## src/inc/ccs_defs.svh

```systemverilog
`ifndef CCS_DEFS_SVH
`define CCS_DEFS_SVH

// byte addresses of the channel selection register on the serial link
`define CCS_ADDR_BASE  8'h03
`define CCS_ADDR_LAST  8'h06
`define CCS_LANES      4

// reset contents: nothing selected
`define CCS_SEL_RESET  32'h0000_0000

// field positions inside the 32-bit channel selection word
`define CCS_CELL_MSB   31
`define CCS_CELL_LSB   16
`define CCS_AUX_MSB    15
`define CCS_AUX_LSB    8
`define CCS_DTEMP_BIT  7
`define CCS_ATEMP_BIT  6
`define CCS_CORE_BIT   5
`define CCS_RSV_HI_BIT 4
`define CCS_RSV_LO_BIT 3
`define CCS_REF_BIT    2
`define CCS_STACK_BIT  1
`define CCS_CPUMP_BIT  0

// reserved bits are kept at zero in storage
`define CCS_RSV_MASK   32'h0000_0018

`endif

```

## src/inc/ccs_pkg.sv

```systemverilog
`default_nettype none

package ccs_pkg;

  // measurement source handed to the conversion engine
  typedef enum logic [3:0] {
    CCS_SRC_CELL,
    CCS_SRC_AUX,
    CCS_SRC_DTEMP,
    CCS_SRC_ATEMP,
    CCS_SRC_CORE,
    CCS_SRC_REF45,
    CCS_SRC_GND,
    CCS_SRC_STACK,
    CCS_SRC_CPUMP
  } ccs_src_t;

  // one conversion request: source and channel number within it
  typedef struct packed {
    ccs_src_t   src;
    logic [3:0] chan;
  } ccs_conv_t;

  // layout of the channel selection word, msb first
  typedef struct packed {
    logic [15:0] cell_voltage_select_mask;
    logic [7:0]  aux_input_select_mask;
    logic        digital_die_temp_select;
    logic        analog_die_temp_select;
    logic        core_supply_select;
    logic [1:0]  reserved;
    logic        reference_pair_select;
    logic        stack_sum_select;
    logic        charge_pump_monitor_select;
  } ccs_sel_t;

  // command sequencer states
  typedef enum logic [2:0] {
    CCS_IDLE,
    CCS_SCAN,
    CCS_REQ,
    CCS_WAIT,
    CCS_HI,
    CCS_LO
  } ccs_state_t;

endpackage

`default_nettype wire

```

## src/ccs_channel_select.sv

```systemverilog
`default_nettype none
`include "ccs_defs.svh"

module ccs_channel_select import ccs_pkg::*; #(
  parameter int DW = 16
) (
  input  wire logic          clk,          // system clock, 20 MHz
  input  wire logic          rst_n,        // async reset, active low
  input  wire logic          reg_wr,       // register byte write strobe
  input  wire logic          reg_rd,       // register byte read strobe
  input  wire logic [7:0]    reg_addr,     // register byte address
  input  wire logic [7:0]    reg_wdata,    // register write byte
  output logic               reg_hit,      // address belongs to this register
  output logic [7:0]         reg_rdata,    // read byte, registered
  output logic               reg_rvalid,   // read byte valid, one cycle
  input  wire logic          stack_sum_monitor_enable,   // self-test enable
  input  wire logic          charge_pump_monitor_enable, // self-test enable
  input  wire logic          cmd_start,    // execute conversion command
  output logic               cmd_busy,     // command in progress
  output logic               cmd_done,     // command finished, one cycle
  output logic               conv_valid,   // conversion request
  input  wire logic          conv_ready,   // engine accepts request
  output ccs_conv_t          conv_req,     // source of the request
  input  wire logic          conv_done,    // conversion finished pulse
  input  wire logic [DW-1:0] conv_data,    // conversion result
  output logic               res_valid,    // result byte available
  input  wire logic          res_ready,    // sink takes result byte
  output logic [7:0]         res_byte      // result byte, msb first
);

  // byte slicing of results assumes a 16-bit conversion word
  if (DW != 16) begin : g_dw_check
    $error("ccs_channel_select: result width must be 16 bits");
  end

  ccs_sel_t       chsel;
  logic [31:0]    next_chsel;
  logic [31:0]    pending;
  logic           stack_en_snap;
  logic           cpump_en_snap;
  logic           phase;
  logic [DW-1:0]  result;
  ccs_state_t     state;
  ccs_state_t     next_state;
  logic           found;
  logic [4:0]     cur_idx;
  logic [DW-1:0]  avg_val;
  logic [1:0]     lane;
  logic [3:0]     lane_wr;
  logic [7:0]     rd_byte;
  logic           take_cmd;
  logic           is_stack;
  logic           is_ref;
  logic           first_stack;
  logic           second_ref;
  logic           byte_hi_go;
  logic           byte_lo_go;
  ccs_conv_t      cur_conv;

  // address decode: only the four bytes of this register answer
  assign reg_hit = (reg_addr >= `CCS_ADDR_BASE) && (reg_addr <= `CCS_ADDR_LAST);
  assign lane    = 2'(reg_addr - `CCS_ADDR_BASE);

  // lowest address is the most significant byte
  genvar k;
  generate
    for (k = 0; k < `CCS_LANES; k++) begin : g_lane
      assign lane_wr[k] = reg_wr && reg_hit && (lane == 2'(k));
      assign next_chsel[31-8*k -: 8] = lane_wr[k] ? reg_wdata : chsel[31-8*k -: 8];
    end
  endgenerate

  assign rd_byte = 8'(32'(chsel) >> (8 * (3 - lane)));

  // reserved bits are dropped on write, so a careless host cannot select them
  always_ff @(posedge clk or negedge rst_n) begin
    if (!rst_n) begin
      chsel <= `CCS_SEL_RESET;
    end else begin
      chsel <= next_chsel & ~`CCS_RSV_MASK;
    end
  end

  // read answer one cycle after the strobe; foreign addresses stay silent
  always_ff @(posedge clk or negedge rst_n) begin
    if (!rst_n) begin
      reg_rdata  <= 8'h00;
      reg_rvalid <= 1'b0;
    end else begin
      reg_rdata  <= (reg_rd && reg_hit) ? rd_byte : 8'h00;
      reg_rvalid <= reg_rd && reg_hit;
    end
  end

  // highest pending bit is next, which yields cell 16 first
  ccs_scan #(.W(32), .IW(5)) u_scan (
    .mask  (pending),
    .found (found),
    .idx   (cur_idx)
  );

  ccs_avg #(.DW(DW)) u_avg (
    .clk   (clk),
    .rst_n (rst_n),
    .load  (first_stack),
    .data  (conv_data),
    .avg   (avg_val)
  );

  // source decode of the bit being served
  assign is_stack = (cur_idx == 5'(`CCS_STACK_BIT));
  assign is_ref   = (cur_idx == 5'(`CCS_REF_BIT));

  always_comb begin
    cur_conv.chan = 4'h0;
    cur_conv.src  = CCS_SRC_GND;
    if (cur_idx >= 5'(`CCS_CELL_LSB)) begin
      cur_conv.src  = CCS_SRC_CELL;
      cur_conv.chan = cur_idx[3:0];
    end else if (cur_idx >= 5'(`CCS_AUX_LSB)) begin
      cur_conv.src  = CCS_SRC_AUX;
      cur_conv.chan = {1'b0, cur_idx[2:0]};
    end else begin
      case (cur_idx)
        5'(`CCS_DTEMP_BIT): cur_conv.src = CCS_SRC_DTEMP;
        5'(`CCS_ATEMP_BIT): cur_conv.src = CCS_SRC_ATEMP;
        5'(`CCS_CORE_BIT):  cur_conv.src = CCS_SRC_CORE;
        5'(`CCS_REF_BIT):   cur_conv.src = phase ? CCS_SRC_GND : CCS_SRC_REF45;
        5'(`CCS_STACK_BIT): cur_conv.src = stack_en_snap ? CCS_SRC_STACK : CCS_SRC_GND;
        5'(`CCS_CPUMP_BIT): cur_conv.src = cpump_en_snap ? CCS_SRC_CPUMP : CCS_SRC_GND;
        default:            cur_conv.src = CCS_SRC_GND;
      endcase
    end
  end

  // handshake terms of the sequencer
  assign take_cmd    = cmd_start && (state == CCS_IDLE);
  assign first_stack = (state == CCS_WAIT) && conv_done && is_stack && !phase;
  assign second_ref  = is_ref && !phase;
  assign byte_hi_go  = (state == CCS_HI) && res_ready;
  assign byte_lo_go  = (state == CCS_LO) && res_ready;

  assign conv_valid = (state == CCS_REQ);
  assign conv_req   = cur_conv;
  assign res_valid  = (state == CCS_HI) || (state == CCS_LO);
  assign cmd_busy   = (state != CCS_IDLE);
  assign cmd_done   = (state == CCS_SCAN) && !found;

  // next state of the command sequencer
  always_comb begin
    next_state = state;
    case (state)
      CCS_IDLE: if (take_cmd) next_state = CCS_SCAN;
      CCS_SCAN: next_state = found ? CCS_REQ : CCS_IDLE;
      CCS_REQ:  if (conv_ready) next_state = CCS_WAIT;
      CCS_WAIT: if (conv_done) next_state = first_stack ? CCS_REQ : CCS_HI;
      CCS_HI:   if (res_ready) next_state = CCS_LO;
      CCS_LO:   if (res_ready) next_state = second_ref ? CCS_REQ : CCS_SCAN;
      default:  next_state = CCS_IDLE;
    endcase
  end

  always_ff @(posedge clk or negedge rst_n) begin
    if (!rst_n) begin
      state <= CCS_IDLE;
    end else begin
      state <= next_state;
    end
  end

  // snapshot at command start: writes earlier in the frame are already in chsel,
  // later writes cannot disturb a command that is running
  always_ff @(posedge clk or negedge rst_n) begin
    if (!rst_n) begin
      pending       <= 32'h0000_0000;
      stack_en_snap <= 1'b0;
      cpump_en_snap <= 1'b0;
    end else if (take_cmd) begin
      pending       <= chsel & ~`CCS_RSV_MASK;
      stack_en_snap <= stack_sum_monitor_enable;
      cpump_en_snap <= charge_pump_monitor_enable;
    end else if (byte_lo_go && !second_ref) begin
      pending[cur_idx] <= 1'b0;
    end
  end

  // phase: second half of the reference pair or of the stack-sum pair
  always_ff @(posedge clk or negedge rst_n) begin
    if (!rst_n) begin
      phase <= 1'b0;
    end else if (take_cmd) begin
      phase <= 1'b0;
    end else if (first_stack || (byte_lo_go && second_ref)) begin
      phase <= 1'b1;
    end else if (byte_lo_go) begin
      phase <= 1'b0;
    end
  end

  // result and outgoing byte held in flip-flops
  always_ff @(posedge clk or negedge rst_n) begin
    if (!rst_n) begin
      result   <= '0;
      res_byte <= 8'h00;
    end else if ((state == CCS_WAIT) && conv_done && !first_stack) begin
      result   <= (is_stack && phase) ? avg_val : conv_data;
      res_byte <= (is_stack && phase) ? avg_val[15:8] : conv_data[15:8];
    end else if (byte_hi_go) begin
      res_byte <= result[7:0];
    end
  end
endmodule

`default_nettype wire

```

## src/ccs_scan.sv

```systemverilog
`default_nettype none

module ccs_scan import ccs_pkg::*; #(
  parameter int W  = 32,
  parameter int IW = 5
) (
  input  wire logic [W-1:0]  mask,   // pending selection bits
  output logic               found,  // any bit set
  output logic [IW-1:0]      idx     // index of highest set bit
);

  // refuse an index too narrow to name every mask bit
  if (W < 2 || (1 << IW) < W) begin : g_width_check
    $error("ccs_scan: index width too small for mask width");
  end

  assign found = |mask;

  // ascending walk so the highest set bit wins, giving msb-first order
  always_comb begin
    idx = '0;
    for (int i = 0; i < W; i++) begin
      if (mask[i]) begin
        idx = IW'(i);
      end
    end
  end

endmodule

`default_nettype wire

```

## src/ccs_avg.sv

```systemverilog
`default_nettype none

module ccs_avg import ccs_pkg::*; #(
  parameter int DW = 16
) (
  input  wire logic          clk,    // system clock
  input  wire logic          rst_n,  // async reset, active low
  input  wire logic          load,   // capture first sample
  input  wire logic [DW-1:0] data,   // current conversion result
  output logic [DW-1:0]      avg     // mean of held sample and data
);

  logic [DW-1:0] first;
  logic [DW:0]   sum;

  // refuse widths that leave nothing to average
  if (DW < 2) begin : g_dw_check
    $error("ccs_avg: data width too small");
  end

  // hold the first of the two stack-sum conversions
  always_ff @(posedge clk or negedge rst_n) begin
    if (!rst_n) begin
      first <= '0;
    end else if (load) begin
      first <= data;
    end
  end

  // one extra bit keeps the carry so the halving never wraps
  assign sum = {1'b0, first} + {1'b0, data};
  assign avg = sum[DW:1];

endmodule

`default_nettype wire

```

## config.mk

```make
export PLATFORM = sky130hd
export DESIGN_NAME = ccs_channel_select
export DESIGN_NICKNAME = d
export VERILOG_FILES = /design/src/inc/ccs_pkg.sv /design/src/ccs_channel_select.sv /design/src/ccs_scan.sv /design/src/ccs_avg.sv
export VERILOG_INCLUDE_DIRS = /design/src /design/src/inc
export SDC_FILE = /design/constraint.sdc
export NUM_CORES = 1
export LEC_CHECK = 0
export BUFFER_PORTS_ARGS = -buffer_cell sky130_fd_sc_hd__buf_2
export CORE_UTILIZATION = 45
export CTS_CLUSTER_DIAMETER = 30
export CTS_CLUSTER_SIZE = 20
export DETAILED_ROUTE_END_ITERATION = 8
export PLACE_DENSITY_LB_ADDON = 0.08
export SLEW_MARGIN = 10
export SYNTH_ARGS = -nofsm -noshare
export SYNTH_HDL_FRONTEND = slang
export SYNTH_SLANG_ARGS = --single-unit
```

## constraint.sdc

```tcl
create_clock -name clk -period 9.6 [get_ports clk]
set_input_delay 0.96 -clock clk [delete_from_list [all_inputs] [get_ports clk]]
set_output_delay 0.96 -clock clk [all_outputs]
set_load 0.02 [all_outputs]
```

==> flow_summary.ini, run 1 <==
[routing]
viasPerCell = 5.73
vias = 4909
postRouteAntennaNets = 0
firstDrtPassIters = 5
drcViolationCount = 0
drtIter0Drc = 282
drt-total-wl_um = 15300
detail_route.wl_per_cell_um = 17.9

[yosys]
synthSimpleGateAreaFrac = 0.160
async_reset_ff_frac = 1.00
syn-cell-area_mm2 = 0.00606
ys.flop_type = dfrtp_1
synth_fa_ha_area_frac = 0.0425
synth_nets = 672
synth-compound-area-share = 0.176
synth.area.mux_share = 0.131
synth_top_cell_area_share = 0.450
ys_seq_area_frac = 0.450
avgSynthCellArea_um2 = 9.94
synth_cell_type_count = 62
yosys_warnings = 0
synth_top_family_by_area = compound AO/OA/AOI/OAI gates
ys_top_cells_by_area = dfrtp_1 (45%), mux2_2 (7.2%), nand2_1 (4.3%)
synth-xor-area-share = 0.0144
yosysTopAreaCell = dfrtp_1
syn_inst = 610
yosys_register_bits = 109
synth_edf_count = 0

[sta]
fmax_ghz = 0.233
slew_viol_final = 0
fin_setup_tns_ns = 0
finalSetupViolCount = 0
finClkSkew_ns = 0.0106
finalHoldViolCount = 0
maxSlewHeadroom = 0.231
fin_crit_sh = 0.446
whs_ns = 0.496
rsz0062_at_grt = false
fin_crit_ns = 4.28
tightest_slew_ns = 1.15

[clock_tree]
cts_made_buffers = 9
clock_sinks = 109
cts_tree = yes
clock_latency_ns = 0.36
clk_pin_slew_ns = 0.08
cts_hold_buf = 0
cts_setup_buffers = 0
cts_resized = 0
root_buffer = clkbuf_16
cts_buffer_depth = 2
htree_num_levels = 3

[floorplanning]
std_cell_rows = 42
io-pin-count = 72
die_w_um = 118
die-area_mm2 = 0.0139
initial_utilization = 0.460
fp.dieH_um = 118
core_mm2 = 0.0132

[critical_path]
cp_top_family = compound AO/OA/AOI/OAI gates
critical_path.max_fanout = 6
end_kind = primary output
required_ns = 8.64
slowest_stage = or4_1
reg2reg_to = res_byte[0]
path_buf_inv = 1
reg2reg_slack_ns = 5.77
reg2regPathDepth = 8
worstPathArrival_ns = 3.32
setup.worst_path.class = register to primary output
worstPathCellList = or4_1 -> or3_1 -> a31o_1 -> a211o_1 -> a21boi_0 -> o21a_1 -> a31oi_1 -> o21a_1 -> buf_2
crit_top_cell = o21a_1
cp.depth = 9
r2r_start = pending[29]
cp-endpoint = conv_req[5]
startpoint_type = register
critical_path.startpoint = pending[18]
slowest_delay_ns = 0.56

[layout]
antenna_cells = 0
fillCellCount = 1207
post-route-util = 0.522
area_delta_synth_final_pct = 13.6
drive_gt1_frac = 0.212
nets = 737

[min_path]
min-delay-path-class = register to register
holdPathStages = 2

[placed_design]
routabilityCongestion = 0.957
dp_hpwl_um = 11200
port_buffers = 71

[power_and_ir_drop]
powerDensity_mw_per_mm2 = 327
power_leakage_nw = 3.33
peakVddDrop_v = 0.000150

[outcome]
outcome = complete, no violations

[global_routing]
grt_max_degree = 80
grt.total_usage = 0.231
grt_pass1_wl_um = 25200
grt_pass1_vias = 4770
grt_overflow = 0
antenna_found_initial = 0

[flow_run]
maxCapViolations = 0
==> stage by stage <==
step	cells	power, mW	setup slack (ns)	instance area [µm²]
after CTS	856	2.25	5.31	6890
after global routing	856	2.41	5.07	6890
after floorplan	610	1.55	5.98	6060
after global placement	840	1.84	5.79	6580
final	856	2.25	5.32	6890
after detailed placement	840	1.86	5.74	6580
==> per-layer routing <==
metal / routed length, µm / vias to the layer above / global-route usage
met5: 0 / - / 0
met4: 282 / 0 / 0.0857
met3: 688 / 20 / 0.0305
met2: 6460 / 126 / 0.331
met1: 7860 / 2397 / 0.352
li1: - / 2366 / -
==> worst min path at each step <==
stage | slack (ns) | from | to
after floorplan | 0.45 | stack_en_snap | stack_en_snap
after global routing | 0.52 | stack_en_snap | stack_en_snap
final | 0.50 | result[5] | result[5]
after detailed placement | 0.48 | result[5] | result[5]
after CTS | 0.50 | result[5] | result[5]
after global placement | 0.48 | result[7] | result[7]
==> power breakdown <==
| part | switching [mW] | leakage, nW | total [mW] | internal (mW) |
|---|---|---|---|---|
| Sequential | 0.0934 | 1.46 | 0.659 | 0.566 |
| Clock | 0.182 | 0.148 | 0.388 | 0.206 |
| Combinational | 0.763 | 1.72 | 1.21 | 0.443 |
| Total | 1.04 | 3.33 | 2.25 | 1.21 |
==> state kept, by name, indices dropped and copies added (netlist names) <==
name / flops
res_byte: 8
result: 8
state: 3
reg_rdata: 8
phase: 1
u_avg.first: 16
cpump_en_snap: 1
reg_rvalid: 1
pending: 32
chsel: 30
stack_en_snap: 1
==> cell families (layout without fill, tap and decap cells) <==
logic type | count (synthesis) | in the layout
xor+xnor | 10 | 10
compound gates | 161 | 161
fa+ha+maj | 20 | 20
flops | 109 | 109
buf+inv | 39 | 109
mux | 66 | 66
simple gates | 205 | 205
==> tightest hold or removal path: cells and delay by family, from the launching register on <==
family,cells,cell delay [ns]
compound gates,1,0.06
simple gates,1,0.05
flops,1,0.35
==> cell usage after synthesis, types with 3 or more instances <==
cell / count
xnor2_1: 8
a21oi_1: 28
a21o_1: 6
nand2_1: 70
clkbuf_1: 14
mux2i_1: 15
nor4_1: 10
nor3_1: 13
buf_2: 4
a2bb2oi_1: 3
o21ai_0: 40
nand3_1: 14
or2_2: 3
and2_1: 5
or3_1: 6
ha_1: 19
or4_1: 5
dfrtp_1: 109
o31ai_1: 5
a31oi_1: 9
mux2_2: 39
a211oi_1: 8
o21a_1: 8
mux4_2: 6
o21ai_1: 14
o211ai_1: 7
o21bai_1: 3
nand2b_1: 7
nand4_1: 4
o211a_1: 4
mux2_1: 6
inv_1: 19
nor2b_1: 5
and3_1: 10
nor2_1: 48
==> cell usage in the layout, fill, tap and decap left out, types with 9 or more instances in the layout <==
cell       synthesis  routed
dfrtp_1          109     109
nand2_1           70      70
buf_2              4      70
nor2_1            48      47
o21ai_0           40      40
mux2_2            39      39
a21oi_1           28      28
inv_1             19      19
ha_1              19      19
mux2i_1           15      15
nand3_1           14      14
o21ai_1           14      14
nor3_1            13      13
nor4_1            10      10
and3_1            10      10
a31oi_1            9       9
clkbuf_16          0       9
==> final cells by class <==
class,count,area [µm²],share of cell area
clock buffers,9,225,0.0327
clock inverters,7,80.1,0.0116
inverters,19,71.3,0.0104
multi-input cells,462,3180,0.462
flip-flops and latches,109,2730,0.396
well taps,176,220,0.0320
repair buffers,74,380,0.0552
(Power assumes the default switching activity.)
==> run 2: changes to the inputs <==
==> constraint.sdc (replaced) <==
create_clock -name clk -period 3.6 [get_ports clk]
set_input_delay 0.36 -clock clk [delete_from_list [all_inputs] [get_ports clk]]
set_output_delay 0.36 -clock clk [all_outputs]
set_load 0.02 [all_outputs]
==> run 2 against run 1 <==
Compared with the run above:
- largest cell class unchanged
- first-iteration DRC count rose by 44%
- power grew to 2.7 times the previous value
- routed wire length up 3.3%
- register-to-register slack worse by 5.6 ns
- critical path type unchanged
- clock power is 140% higher
- critical endpoint unchanged
==> flow_summary.ini, run 2 (synthesis gave the netlist of run 1 again) <==
[outcome]
outcome = complete, no violations

[sta]
setup_ws_ns = 0.142
whs_ns = 0.00645
fin_crit_ns = 3.46
finalSetupViolCount = 0
fmax_ghz = 0.289
maxSlewHeadroom = 0.379
fin_setup_tns_ns = 0
slew_viol_final = 0
finClkSkew_ns = 0.0123
rsz0062_at_grt = false
fin_crit_sh = 0.961
finalHoldViolCount = 0
tightest_slew_ns = 0.932

[routing]
wl_met3_um = 837
firstDrtPassIters = 5
highest_layer = met4
drcViolationCount = 0
postRouteAntennaNets = 0
viasPerCell = 5.76
drtIter0Drc = 407
wl_met1_um = 7850
detail_route.wl_per_cell_um = 18.2
wl_met2_um = 6940
vias = 4990
drt-total-wl_um = 15800

[layout]
area_delta_synth_final_pct = 14.7
final-seq-area_mm2 = 0.00273
fillCellCount = 1192
final_cell_mix = dfrtp_1 (109), nand2_1 (70), buf_2 (70)
regMostFlops = pending
nets = 748
post-route-util = 0.527
multi_input_area_mm2 = 0.00319
top_regs = pending (32), chsel (30), u_avg.first (16)
largest_register_ffs = 32
drive_gt1_frac = 0.225
layout.cells.non_filler = 866
antenna_cells = 0
layout_commonest_cell = dfrtp_1

[power_and_ir_drop]
peakVddDrop_v = 0.000505
power_leakage_nw = 3.36
powerDensity_mw_per_mm2 = 880

[clock_tree]
cts_buffer_depth = 2
root_buffer = clkbuf_16
cts_hold_buf = 0
clock_sinks = 109
cts_tree = yes
cts_made_buffers = 9
cts_setup_buffers = 0
clk_pin_slew_ns = 0.08
clock_latency_ns = 0.35
htree_num_levels = 3

[floorplanning]
std_cell_rows = 42
core_mm2 = 0.0132
io-pin-count = 72
fp.dieH_um = 118
initial_utilization = 0.460
die-area_mm2 = 0.0139
die_w_um = 118

[min_path]
min-delay-path-class = primary input to async pin

[placed_design]
routabilityCongestion = 0.912
pre_cts_ws_ns = 0.205
dp_cells = 851
dp_hpwl_um = 11600
port_buffers = 71

[flow_run]
maxCapViolations = 0

[critical_path]
required_ns = 3.24
setup.worst_path.class = register to primary output
startpoint_type = register
worstPathArrival_ns = 3.10
reg2reg_slack_ns = 0.16
reg2regPathDepth = 7
end_kind = primary output
r2r_start = pending[18]
cp-endpoint = conv_req[5]
critical_path.max_fanout = 8
critical_path.startpoint = pending[18]
reg2reg_to = u_avg.first[13]

[global_routing]
grt_pass1_wl_um = 25700
antenna_found_initial = 0
grt_pass1_vias = 4827
grt_max_degree = 46
grt_overflow = 0
grt.total_usage = 0.237
[run 2: cell types whose count changed in the layout (fill, tap and decap cells not counted), sizes merged]
cell	previous run	this run
buf	74	85
clkinvlp	1	4
inv	22	19
bufinv	1	0
clkbuf	9	10
clkinv	2	1
[run 2: repair_timing]
item | 4_1_cts | 5_1_grt
hold endpoints to repair | 0 | 0
endpoints found under the setup margin | 0 | 2
gates resized for setup | 0 | 2
[run 2: critical path, stage by stage, from the launching register on]
cell     delay [ns]
dfrtp_1        0.43
or4_1          0.58
or3_1          0.33
a31o_1         0.24
a211o_1        0.30
a211o_1        0.39
a31oi_1        0.18
o21a_1         0.15
buf_2          0.15
[run 2: cell type report]
| type | count | share of cell area |
|---|---|---|
| clock inverters | 5 | 0.00558 |
| repair buffers | 85 | 0.0684 |
| flip-flops and latches | 109 | 0.392 |
| clock buffers | 10 | 0.0329 |
| inverters | 19 | 0.0103 |
| multi-input cells | 462 | 0.459 |
| well taps | 176 | 0.0317 |
[run 2: metrics by stage]
| step | instance area (µm²) | power [mW] |
|---|---|---|
| 5_1_grt | 6960 | 6.55 |
| 4_1_cts | 6950 | 6.10 |
| 3_5_place_dp | 6680 | 5.16 |
| 2_1_floorplan | 6060 | 4.12 |
| 6_report | 6960 | 6.12 |
| 3_3_place_gp | 6680 | 5.12 |
[run 2: worst min path at each step]
stage | from | to | cells after the start
after floorplan | rst_n | chsel[0] | 0
after global placement | rst_n | res_byte[7] | 1
after detailed placement | rst_n | u_avg.first[15] | 1
after CTS | rst_n | u_avg.first[14] | 1
after global routing | rst_n | u_avg.first[14] | 1
final | rst_n | u_avg.first[15] | 1
[run 2: layer usage]
| layer | track usage | vias up |
|---|---|---|
| li1 | - | 2391 |
| met1 | 0.362 | 2403 |
| met2 | 0.351 | 178 |
| met3 | 0.0300 | 18 |
| met4 | 0.0617 | 0 |
| met5 | 0 | - |
[run 2: power by group]
group	switching, mW	internal (mW)	total, mW
combinational	2.11	1.32	3.43
clock	0.460	0.468	0.927
sequential	0.254	1.51	1.76
total	2.82	3.30	6.12
==> run 3: changes to the inputs <==
--- a/config.mk
+++ b/config.mk
@@ -9,9 +9,11 @@
 export BUFFER_PORTS_ARGS = -buffer_cell sky130_fd_sc_hd__buf_2
 export CORE_UTILIZATION = 45
 export CTS_CLUSTER_DIAMETER = 30
-export CTS_CLUSTER_SIZE = 20
+export CTS_CLUSTER_SIZE = 16
 export DETAILED_ROUTE_END_ITERATION = 8
+export HOLD_SLACK_MARGIN = 0.08
 export PLACE_DENSITY_LB_ADDON = 0.08
+export REMOVE_ABC_BUFFERS = 1
 export SLEW_MARGIN = 10
 export SYNTH_ARGS = -nofsm -noshare
 export SYNTH_HDL_FRONTEND = slang
==> run 3 against run 2 <==
Compared with the run above:
- via count increased by 0.26%
- clock power grew 13%
- sequential cell count unchanged
- critical path depth is 1 higher
- cell count fell by 0.12%
- design area is 0.32% higher
- setup slack gained 0.030 ns
- routed wire length fell by 0.28%
- largest cell class unchanged
- critical path type unchanged
- critical endpoint is now conv_req[4]
- sequential share of layout area down 0.13 points
- die area did not move
- sequential power about the same
- hold slack better by 0.098 ns
==> flow_summary.ini, run 3 (synthesis gave the netlist of run 1 again) <==
[layout]
largest_register_ffs = 32
top_regs = pending (32), chsel (30), u_avg.first (16)
fillCellCount = 1225
nets = 746
regMostFlops = pending
drive_gt1_frac = 0.224
area_delta_synth_final_pct = 15.1
final_cell_mix = dfrtp_1 (109), nand2_1 (70), buf_2 (70)
antenna_cells = 0
layout_commonest_cell = dfrtp_1
layout.cells.non_filler = 865

[global_routing]
grt_pass1_vias = 4846
grt.total_usage = 0.240
grt_pass1_wl_um = 26000
grt_overflow = 0
grt_max_degree = 62
antenna_found_initial = 0

[clock_tree]
cts_hold_buf = 0
clk_pin_slew_ns = 0.08
root_buffer = clkbuf_16
cts_made_buffers = 9
htree_num_levels = 3
clock_sinks = 109
cts_resized = 0
cts_buffer_depth = 2
clock_latency_ns = 0.36
cts_setup_buffers = 0
cts_tree = yes

[routing]
detail_route.wl_per_cell_um = 18.2
drcViolationCount = 0
drtIter0Drc = 317
postRouteAntennaNets = 0
firstDrtPassIters = 5
viasPerCell = 5.78
drt-total-wl_um = 15700
vias = 5003

[sta]
tightest_slew_ns = 0.896
rsz0062_at_grt = false
finalHoldViolCount = 0
finalSetupViolCount = 0
fin_setup_tns_ns = 0
fin_crit_ns = 3.43
slew_viol_final = 0
fmax_ghz = 0.292
maxSlewHeadroom = 0.400
fin_crit_sh = 0.952
finClkSkew_ns = 0.00869

[critical_path]
worstPathArrival_ns = 3.07
required_ns = 3.24
critical_path.max_fanout = 8
end_kind = primary output
reg2reg_slack_ns = 0.23
startpoint_type = register
setup.worst_path.class = register to primary output

[floorplanning]
std_cell_rows = 42
io-pin-count = 72
die-area_mm2 = 0.0139
core_mm2 = 0.0132
initial_utilization = 0.460
fp.dieH_um = 118
die_w_um = 118

[min_path]
min-delay-path-class = primary input to async pin

[placed_design]
routabilityCongestion = 0.913
port_buffers = 71
dp_cells = 849
dp_hpwl_um = 11500

[power_and_ir_drop]
combPwrFrac = 0.550
powerDensity_mw_per_mm2 = 895
peakVddDrop_v = 0.000425
power_switching_mw = 2.87
pwr-share-seq = 0.282
p_int_mw = 3.38
switching_share = 0.460
p_clk_frac = 0.168
power_leakage_nw = 3.38

[flow_run]
maxCapViolations = 0

[outcome]
outcome = complete, no violations
[run 3: final cells by class]
type | count | area, µm² | area share
multi-input combinational | 462 | 3190 | 0.458
sequential | 109 | 2730 | 0.391
timing repair buffer | 83 | 460 | 0.0660
clock buffer | 10 | 229 | 0.0328
tap | 176 | 220 | 0.0316
clock inverter | 6 | 76.3 | 0.0109
inverter | 19 | 71.3 | 0.0102
[run 3: metal layers]
metal | track usage | up-vias | share of wire
met5 | 0 | - | 0
met4 | 0.0609 | 0 | 0.011
met3 | 0.0383 | 16 | 0.047
met2 | 0.345 | 133 | 0.43
met1 | 0.373 | 2464 | 0.51
li1 | - | 2390 | -
[run 3: path summary, 6_finish.rpt]
check,start,endpoint,cells past startpoint
worst max register to register,pending[22],pending[16],8
worst min-delay path,rst_n,state[0],1
max in group asynchronous,rst_n,pending[1],2
worst max-delay path,pending[22],conv_req[4],9
min in group clk,stack_sum_monitor_enable,stack_en_snap,3
worst min register to register,stack_en_snap,stack_en_snap,2
[run 3: power by group through the flow]
stage               combinational, mW  clock [mW]  sequential (mW)
global placement                 3.37           0             1.77
floorplan                        2.34           0             1.76
detailed placement               3.39           0             1.78
global route                     3.76        1.12             1.81
finish                           3.44        1.05             1.76
CTS                              3.40        1.07             1.76
[run 3: critical path, cell delays in order, from the launching register on]
cell and delay (ns):
dfrtp_1 0.46, or4_1 0.51, or3_1 0.33, a31o_1 0.23, a211oi_4 0.28, buf_4 0.20
and2_1 0.25, nand2_1 0.08, a31oi_1 0.17, buf_2 0.19
[run 3: metrics by stage]
| step | cell area, µm² | util | power [mW] | hold slack, ns | setup WS [ns] |
|---|---|---|---|---|---|
| 6_report | 6980 | 0.529 | 6.25 | 0.105 | 0.172 |
| 5_1_grt | 6980 | 0.529 | 6.69 | 0.154 | 0.0329 |
| 4_1_cts | 6970 | 0.528 | 6.23 | 0.139 | 0.183 |
| 3_5_place_dp | 6660 | 0.505 | 5.17 | 0.464 | 0.264 |
| 3_3_place_gp | 6660 | 0.505 | 5.14 | 0.466 | 0.294 |
| 2_1_floorplan | 5980 | - | 4.09 | 0.0644 | 0.336 |
